<file path="src/include/bsdac_pkg.sv">
package bsdac_pkg;
    // =====================================================
    // register map
    localparam logic [11:0] BSDAC_OFS_CTRL = 12'h000;
    localparam logic [11:0] BSDAC_OFS_CFG = 12'h004;
    localparam logic [11:0] BSDAC_OFS_STAT = 12'h008;
    localparam logic [11:0] BSDAC_OFS_RES = 12'h00c;
    // selectors: bit set = position installed; ff08 => upper 000000
    localparam logic [5:0] BSDAC_UPPER_RST = 6'h00;
    localparam logic [1:0] BSDAC_MIDDLE_RST = 2'h0;
    localparam logic [4:0] BSDAC_LOWER_RST = 5'h1e;
    localparam logic [2:0] BSDAC_BLOCK_BITS = 3'h7;
    // =====================================================
    // modes
    typedef enum logic [1:0] {BSDAC_BANK_IGNORE, BSDAC_BANK_LOW, BSDAC_BANK_HIGH} bsdac_bank_t;
    typedef enum logic [1:0] {BSDAC_IN_SE, BSDAC_IN_PSEUDO, BSDAC_IN_DIFF} bsdac_in_t;
    typedef enum logic [1:0] {BSDAC_FMT_BIN, BSDAC_FMT_OFS, BSDAC_FMT_TWOS} bsdac_fmt_t;
    typedef enum logic [2:0] {BSDAC_ST_15, BSDAC_ST_20, BSDAC_ST_30, BSDAC_ST_40,
        BSDAC_ST_85} bsdac_settle_t;
    // =====================================================
    // timing
    localparam int BSDAC_CLK_MHZ = 50;
    localparam int BSDAC_T15_US = 15;
    localparam int BSDAC_T20_US = 20;
    localparam int BSDAC_T30_US = 30;
    localparam int BSDAC_T40_US = 40;
    localparam int BSDAC_T85_US = 85;
    localparam logic [12:0] BSDAC_C15 = 13'(BSDAC_T15_US * BSDAC_CLK_MHZ);
    localparam logic [12:0] BSDAC_C20 = 13'(BSDAC_T20_US * BSDAC_CLK_MHZ);
    localparam logic [12:0] BSDAC_C30 = 13'(BSDAC_T30_US * BSDAC_CLK_MHZ);
    localparam logic [12:0] BSDAC_C40 = 13'(BSDAC_T40_US * BSDAC_CLK_MHZ);
    localparam logic [12:0] BSDAC_C85 = 13'(BSDAC_T85_US * BSDAC_CLK_MHZ);
    localparam logic [4:0] BSDAC_CH_SE = 5'h0f;
    localparam logic [4:0] BSDAC_CH_DIFF = 5'h07;
    localparam logic [4:0] BSDAC_CH_SE_X = 5'h1f;
    localparam logic [4:0] BSDAC_CH_DIFF_X = 5'h0f;
    // =====================================================
    // backplane cycle
    typedef struct packed {
        logic [15:0] addr;
        logic io_req;
        logic mem_req;
        logic ioexp;
        logic memex;
    } bsdac_bus_t;
endpackage

</file>
<file path="src/rtl/bsdac_top.sv">
`timescale 1ns/100ps
module bsdac_top
(
    // clock and reset
    input wire logic pclk,
    input wire logic presetn,
    // apb
    input wire logic psel,
    input wire logic penable,
    input wire logic pwrite,
    input wire logic [11:0] paddr,
    input wire logic [31:0] pwdata,
    output logic [31:0] prdata,
    output logic pready,
    output logic pslverr,
    // backplane cycle, asynchronous
    input wire bsdac_pkg::bsdac_bus_t bus_in,
    // conversion
    input wire logic [11:0] adc_code,
    output logic board_select,
    output logic [2:0] reg_index,
    output logic [4:0] mux_channel,
    output logic convert_start
);
    import bsdac_pkg::*;

    // =====================================================
    // configuration registers
    logic [5:0] upper_address_selector;
    logic [1:0] middle_address_selector;
    logic [4:0] lower_address_selector;
    logic address_space_selector; // 1 = memory
    bsdac_bank_t io_bank_option;
    bsdac_bank_t memory_bank_option;
    bsdac_in_t input_mode;
    logic input_range_selector; // 1 = bipolar
    bsdac_fmt_t output_format_selector;
    bsdac_settle_t settling_time_option;
    logic expansion;
    logic [11:0] result;
    logic [12:0] settle_cnt;
    logic settling;

    // =====================================================
    // pin synchroniser
    bsdac_bus_t bus_s1, bus_s2;
    always_ff @(posedge pclk or negedge presetn)
        if (!presetn)
        begin
            bus_s1 <= '0;
            bus_s2 <= '0;
        end
        else
        begin
            bus_s1 <= bus_in;
            bus_s2 <= bus_s1;
        end

    function automatic logic bank_ok(input bsdac_bank_t opt, input logic lvl);
        bank_ok = (opt == BSDAC_BANK_IGNORE) || ((opt == BSDAC_BANK_LOW) && !lvl) ||
            ((opt == BSDAC_BANK_HIGH) && lvl);
    endfunction

    // =====================================================
    // address decode
    wire [12:0] want_hi = {~upper_address_selector, ~middle_address_selector,
        ~lower_address_selector};
    wire addr_hit = bus_s2.addr[15:3] == want_hi;
    wire io_hit = !address_space_selector && bus_s2.io_req &&
        bank_ok(io_bank_option, bus_s2.ioexp);
    wire mem_hit = address_space_selector && bus_s2.mem_req &&
        bank_ok(memory_bank_option, bus_s2.memex);
    wire next_select = addr_hit && (io_hit || mem_hit);

    always_ff @(posedge pclk or negedge presetn)
        if (!presetn)
        begin
            board_select <= 1'b0;
            reg_index <= 3'h0;
        end
        else
        begin
            board_select <= next_select;
            reg_index <= bus_s2.addr[2:0] & BSDAC_BLOCK_BITS;
        end

    // =====================================================
    // apb decode
    wire wr = psel && penable && pwrite;
    wire rd_ctrl = paddr == BSDAC_OFS_CTRL;
    wire rd_cfg = paddr == BSDAC_OFS_CFG;
    wire rd_stat = paddr == BSDAC_OFS_STAT;
    wire rd_res = paddr == BSDAC_OFS_RES;
    wire mapped = rd_ctrl || rd_cfg || rd_stat || rd_res;
    wire [4:0] ch_max = input_mode == BSDAC_IN_DIFF ?
        (expansion ? BSDAC_CH_DIFF_X : BSDAC_CH_DIFF) :
        (expansion ? BSDAC_CH_SE_X : BSDAC_CH_SE);
    wire [4:0] ch_req = pwdata[4:0] & ch_max;
    wire bad_pair = input_range_selector ? (output_format_selector == BSDAC_FMT_BIN) :
        (output_format_selector != BSDAC_FMT_BIN);
    wire [12:0] settle_len = settling_time_option == BSDAC_ST_20 ? BSDAC_C20 :
        settling_time_option == BSDAC_ST_30 ? BSDAC_C30 :
        settling_time_option == BSDAC_ST_40 ? BSDAC_C40 :
        settling_time_option == BSDAC_ST_85 ? BSDAC_C85 : BSDAC_C15;
    wire ch_write = wr && rd_ctrl;
    wire next_start = settling && settle_cnt == 13'h0001;

    always_ff @(posedge pclk or negedge presetn)
        if (!presetn)
        begin
            upper_address_selector <= BSDAC_UPPER_RST;
            middle_address_selector <= BSDAC_MIDDLE_RST;
            lower_address_selector <= BSDAC_LOWER_RST;
            address_space_selector <= 1'b1;
            io_bank_option <= BSDAC_BANK_IGNORE;
            memory_bank_option <= BSDAC_BANK_IGNORE;
            input_mode <= BSDAC_IN_DIFF;
            input_range_selector <= 1'b1;
            output_format_selector <= BSDAC_FMT_TWOS;
            settling_time_option <= BSDAC_ST_15;
            expansion <= 1'b0;
        end
        else if (wr && rd_cfg)
        begin
            upper_address_selector <= pwdata[5:0];
            middle_address_selector <= pwdata[7:6];
            lower_address_selector <= pwdata[12:8];
            address_space_selector <= pwdata[13];
            io_bank_option <= bsdac_bank_t'(pwdata[15:14]);
            memory_bank_option <= bsdac_bank_t'(pwdata[17:16]);
            input_mode <= bsdac_in_t'(pwdata[19:18]);
            input_range_selector <= pwdata[20];
            output_format_selector <= bsdac_fmt_t'(pwdata[22:21]);
            settling_time_option <= bsdac_settle_t'(pwdata[25:23]);
            expansion <= pwdata[26];
        end

    always_ff @(posedge pclk or negedge presetn)
        if (!presetn)
        begin
            mux_channel <= 5'h00;
            settling <= 1'b0;
            settle_cnt <= 13'h0000;
            convert_start <= 1'b0;
            result <= 12'h000;
        end
        else
        begin
            convert_start <= next_start;
            if (ch_write)
            begin
                mux_channel <= ch_req;
                settling <= 1'b1;
                settle_cnt <= settle_len;
            end
            else if (settling)
            begin
                settle_cnt <= settle_cnt - 13'h0001;
                settling <= settle_cnt != 13'h0001;
            end
            if (convert_start)
                result <= adc_code;
        end

    wire [31:0] cfg_word = {5'h00, expansion, settling_time_option, output_format_selector,
        input_range_selector, input_mode, memory_bank_option, io_bank_option,
        address_space_selector, lower_address_selector, middle_address_selector,
        upper_address_selector};
    wire [31:0] next_rdata = rd_ctrl ? {27'h0, mux_channel} : rd_cfg ? cfg_word :
        rd_stat ? {29'h0, bad_pair, board_select, settling} :
        rd_res ? {20'h0, result} : 32'h0;

    always_ff @(posedge pclk or negedge presetn)
        if (!presetn)
        begin
            prdata <= 32'h0;
            pready <= 1'b0;
            pslverr <= 1'b0;
        end
        else
        begin
            pready <= psel && !penable;
            pslverr <= psel && !penable && !mapped;
            prdata <= next_rdata;
        end

    // =====================================================
    // checks
    a_select_addr: assert property (@(posedge pclk) disable iff (!presetn)
        board_select |-> $past(addr_hit)) else $error("select without address");
    a_select_type: assert property (@(posedge pclk) disable iff (!presetn)
        board_select |-> $past(io_hit || mem_hit)) else $error("select wrong type");
    a_io_ignore: assert property (@(posedge pclk) disable iff (!presetn)
        (addr_hit && !address_space_selector && bus_s2.io_req &&
        io_bank_option == BSDAC_BANK_IGNORE) |=> board_select) else $error("io ignore");
    a_mem_ignore: assert property (@(posedge pclk) disable iff (!presetn)
        (addr_hit && address_space_selector && bus_s2.mem_req &&
        memory_bank_option == BSDAC_BANK_IGNORE) |=> board_select) else $error("mem");
    a_io_bank: assert property (@(posedge pclk) disable iff (!presetn)
        (io_bank_option == BSDAC_BANK_LOW && bus_s2.ioexp && !address_space_selector)
        |=> !board_select) else $error("io bank");
    a_mem_bank: assert property (@(posedge pclk) disable iff (!presetn)
        (memory_bank_option == BSDAC_BANK_HIGH && !bus_s2.memex && address_space_selector)
        |=> !board_select) else $error("mem bank");
    a_diff_limit: assert property (@(posedge pclk) disable iff (!presetn)
        (ch_write && input_mode == BSDAC_IN_DIFF && !expansion) |=>
        mux_channel <= BSDAC_CH_DIFF) else $error("diff chan");
    a_settle_15: assert property (@(posedge pclk) disable iff (!presetn)
        (ch_write && settling_time_option == BSDAC_ST_15) |=> !convert_start [*8])
        else $error("start early");
    a_settle_time: assert property (@(posedge pclk) disable iff (!presetn)
        (ch_write && settling_time_option == BSDAC_ST_15 && !settling) ##1
        (!ch_write [*8]) |-> settling) else $error("settle short");
    c_select: cover property (@(posedge pclk) disable iff (!presetn) $rose(board_select));
    c_start: cover property (@(posedge pclk) disable iff (!presetn) convert_start);
    c_bad: cover property (@(posedge pclk) disable iff (!presetn) bad_pair);
endmodule

</file>
<file path="config.mk">
export PLATFORM = sky130hd
export DESIGN_NAME = bsdac_top
export DESIGN_NICKNAME = d
export VERILOG_FILES = /design/src/include/bsdac_pkg.sv /design/src/rtl/bsdac_top.sv
export SDC_FILE = /design/constraint.sdc
export NUM_CORES = 1
export LEC_CHECK = 0
export ABC_CLOCK_PERIOD_IN_PS = 2300
export BUFFER_PORTS_ARGS = -buffer_cell sky130_fd_sc_hd__buf_2
export CAP_MARGIN = 20
export CELL_PAD_IN_SITES_DETAIL_PLACEMENT = 1
export CELL_PAD_IN_SITES_GLOBAL_PLACEMENT = 1
export CORE_MARGIN = 2
export CORE_UTILIZATION = 35
export DETAILED_ROUTE_END_ITERATION = 7
export PLACE_DENSITY = 0.65
export SLEW_MARGIN = 10
export SYNTH_ARGS = -nofsm -noshare
export SYNTH_HDL_FRONTEND = slang
export SYNTH_SLANG_ARGS = --single-unit
</file>
<file path="constraint.sdc">
create_clock -name pclk -period 2.3 [get_ports pclk]
set_input_delay 0.345 -clock pclk [delete_from_list [all_inputs] [get_ports pclk]]
set_output_delay 0.345 -clock pclk [all_outputs]
set_load 0.02 [all_outputs]
</file>
==> flow_metrics.env <==
export IMPL_status="finished, final reports clean"
export IMPL_antenna_left=0
export IMPL_yosys_warnings=0
export IMPL_drc_errors=0
export IMPL_netlist_instances=368
export IMPL_worst_ir_drop_vdd_v=0.0006753
export IMPL_setup_tns_ns=0
export IMPL_worstSetupStartpointType="flip-flop"
export IMPL_min_path_type="in -> reg"
export IMPL_fin_crit_ns=1.953
export IMPL_clock_power_share_pct=49.0
export IMPL_ios=125
export IMPL_pre_cts_ws_ns=-0.0008091
export IMPL_worstSetupEndpointType="flip-flop"
export IMPL_wl_per_cell_um=16.39
export IMPL_path_cells="or4_1 -> nor4_1 -> xnor2_1 -> a21oi_1"
export IMPL_overflow=0
export IMPL_hold_viol_final=0
export IMPL_yosys_register_bits=132
export IMPL_finalSetupViolCount=0
export IMPL_numCtsBuffers=17
export IMPL_tritoncts="yes"
export IMPL_area_growth_pct=29.27
export IMPL_place_congestion=0.7755
export IMPL_clk_latency_ns=0.42
export IMPL_wl_um=11420
export IMPL_period_share_pct=84.92
export IMPL_port_buffers=114
export IMPL_worstPathMaxFanout=8
export IMPL_grt_pass1_vias=3547
export IMPL_numClockSinks=132
export IMPL_fmax_mhz=512.0
export IMPL_power_density_nw_per_um2=844.8
export IMPL_synth_seq_area_share_pct=66.48
export IMPL_postCtsSetupBuffers=0
export IMPL_final_layout_size_suffix_gt1_share_pct=41.47
export IMPL_path_clk_slew_ns=0.06
export IMPL_viasPerCell=4.707
export IMPL_p_sw_w=0.001264
export IMPL_seq_power_share_pct=45.3
export IMPL_start_util_pct=35.90
export IMPL_drtIter0Drc=76
export IMPL_worstSetupPathType="reg -> reg"
export IMPL_slowest_delay_ns=0.66
export IMPL_layout_setup_ws_ns=0.3469
export IMPL_crit_slowest_cell="or4_1"
export IMPL_grt_max_degree=56
export IMPL_p_comb_share_pct=5.7
export IMPL_netlist_area_um2=4984
export IMPL_cap_violations=0
export IMPL_die_w_um=123.3
export IMPL_synth_area_per_cell_um2=13.54
export IMPL_drtPass1Iterations=4
export IMPL_cts_max_path_buffers=2
export IMPL_htree_levels=4
export IMPL_grt_usage_pct=16.25
export IMPL_die_height_um=123.3
export IMPL_worst_pin_slew_ns=0.6364
export IMPL_internal_power_w=0.004179
export IMPL_vias=3281
export IMPL_fill_cells=1485
export IMPL_timing_final_max_slew_violations=0
export IMPL_antenna_found_initial=1
export IMPL_switching_share_pct=23.23
export IMPL_fin_worst_skew_ns=0.006063
export IMPL_worstPathArrival_ns=2.25
export IMPL_grt_setup_unrepaired="no"
export IMPL_required_ns=2.60
export IMPL_cts_root_buf="clkbuf_16"
export IMPL_core_area_um2=13880
export IMPL_slew_headroom_pct=57.58
export IMPL_synth_cell_type_count=40
export IMPL_die_area_um2=15210
export IMPL_grt_pass1_wl_um=18200
export IMPL_nNetsFinal=586
export IMPL_hpwl_um=8136
export IMPL_core_rowCount=43
export IMPL_p_leak_nw=3.155
[final timing paths]
| kind | from | end | slack, ns | cells past startpoint |
|---|---|---|---|---|
| max | settle_cnt[5] | settle_cnt[10] | 0.35 | 4 |
| min | bus_in[4] | bus_s1[4] | 0.03 | 1 |
| max reg2reg | settle_cnt[5] | settle_cnt[10] | 0.35 | 4 |
| min reg2reg | bus_s1[0] | bus_s2[0] | 0.35 | 0 |
| max in group asynchronous | presetn | lower_address_selector[2] | 1.30 | 3 |
| min in group asynchronous | presetn | result[4] | 0.37 | 2 |
[layout by cell type (no fill, tap or decap), types with 8 or more instances in the layout]
| master | n |
|---|---|
| nor4_1 | 10 |
| buf_2 | 113 |
| buf_4 | 11 |
| xor2_1 | 8 |
| nand2_1 | 23 |
| mux2_2 | 39 |
| o21ai_0 | 12 |
| clkbuf_16 | 17 |
| dfstp_2 | 8 |
| dfrtp_1 | 124 |
| mux2i_1 | 13 |
| a21oi_1 | 12 |
| nor2_1 | 20 |
| and2_1 | 15 |
| xnor2_1 | 17 |
[logic make-up after synthesis]
group / after synthesis / share of synthesized area (%)
flip-flops: 132 / 66.48
buffers and inverters: 23 / 2.435
adder cells (fa/ha/maj): 2 / 0.5021
multiplexers: 52 / 11.42
AO/OA/AOI/OAI: 29 / 3.339
other: 1 / 0.07525
XOR/XNOR: 25 / 4.394
AND/OR/NAND/NOR: 104 / 11.35
[flip-flops by register name, indices dropped and copies added, names as in the netlist, 2 cells and up]
| signal | cells |
|---|---|
| io_bank_option | 2 |
| lower_address_selector | 5 |
| result | 12 |
| reg_index | 3 |
| upper_address_selector | 6 |
| settle_cnt | 13 |
| prdata | 27 |
| settling_time_option | 3 |
| output_format_selector | 2 |
| bus_s2 | 20 |
| bus_s1 | 20 |
| mux_channel | 5 |
| memory_bank_option | 2 |
| input_mode | 2 |
| middle_address_selector | 2 |
[cell usage after synthesis]
cell type | count | share of area [%]
nand4b_1 | 1 | 0.18
or3_1 | 3 | 0.38
mux2i_1 | 13 | 2.6
buf_1 | 3 | 0.23
nor3b_1 | 1 | 0.15
dfstp_2 | 8 | 4.2
nand2b_1 | 1 | 0.13
ha_1 | 2 | 0.50
mux2_2 | 39 | 8.8
or4b_2 | 1 | 0.20
a21oi_1 | 12 | 1.2
xor2_1 | 8 | 1.4
o211ai_1 | 1 | 0.15
and2_1 | 15 | 1.9
nand3_1 | 5 | 0.50
or2_2 | 1 | 0.13
a31oi_1 | 1 | 0.13
o21ai_0 | 12 | 1.2
buf_6 | 2 | 0.45
o221a_2 | 2 | 0.45
nor2b_1 | 2 | 0.25
clkbuf_2 | 1 | 0.10
or4_4 | 1 | 0.23
inv_1 | 5 | 0.38
nand2_1 | 23 | 1.7
or4_1 | 5 | 0.75
nor2_1 | 20 | 1.5
xnor2_1 | 17 | 3.0
nor4_1 | 10 | 1.3
nor4_4 | 1 | 0.43
clkbuf_1 | 7 | 0.53
nor3_1 | 7 | 0.70
or2_4 | 1 | 0.18
a21bo_2 | 1 | 0.20
nand4_1 | 2 | 0.25
dfrtp_1 | 124 | 62
and3_1 | 3 | 0.38
nand3b_1 | 1 | 0.15
conb_1 | 1 | 0.075
buf_4 | 5 | 0.75
[power by group through the flow]
| stage | clock network (W) | registers (W) | logic, W |
|---|---|---|---|
| 3_3_place_gp | 0 | 0.00250 | 0.000300 |
| 6_report | 0.00267 | 0.00246 | 0.000311 |
| 5_1_grt | 0.00286 | 0.00247 | 0.000350 |
| 3_5_place_dp | 0 | 0.00250 | 0.000314 |
| 2_1_floorplan | 0 | 0.00250 | 0.000155 |
| 4_1_cts | 0.00273 | 0.00246 | 0.000318 |
[cell type report]
class                   count  area, um2  area share, %
diodes                      1      2.502        0.03884
clock buffers              18      439.2          6.817
flip-flops and latches    132       3313          51.43
clock inverters            14      150.1          2.331
well taps                 180      225.2          3.496
multi-input cells         217       1564          24.28
inverters                   5      18.77         0.2913
repair buffers            130      729.5          11.32
[layer usage]
| metal | up-vias | routed length [um] | GRT usage, % |
|---|---|---|---|
| met3 | 15 | 664 | 6.319 |
| met4 | 0 | 240 | 6.605 |
| met1 | 1659 | 4846 | 19.93 |
| li1 | 1519 | - | - |
| met2 | 88 | 5670 | 25.69 |
| met5 | - | 0 | 0 |
[critical path: cells and delay by family (launching register included)]
kind | cells | cell delay, ns
AOI/OAI and AO/OA | 1 | 0.08
and+or+nand+nor | 2 | 1.17
DFF | 1 | 0.40
xor gates and xnor gates | 1 | 0.18
[through the flow]
| step | cells | total power (W) | area (um2) | hold WS (ns) | utilization, % |
|---|---|---|---|---|---|
| 2_1_floorplan | 372 | 0.002650 | 4999 | 0.04941 | - |
| 3_3_place_gp | 661 | 0.002797 | 5821 | 0.2306 | 41.93 |
| 3_5_place_dp | 661 | 0.002819 | 5821 | 0.2333 | 41.93 |
| 4_1_cts | 694 | 0.005511 | 6420 | 0.008572 | 46.25 |
| 5_1_grt | 697 | 0.005678 | 6442 | 0.0001182 | 46.41 |
| 6_report | 697 | 0.005443 | 6442 | 0.02792 | 46.41 |
[what timing repair did]
item                                   4_1_cts  5_1_grt
hold buffers                                 1        2
endpoints found under the hold margin       25        2
gates resized for setup                      0        0
Power figures use the tool's default switching activity.
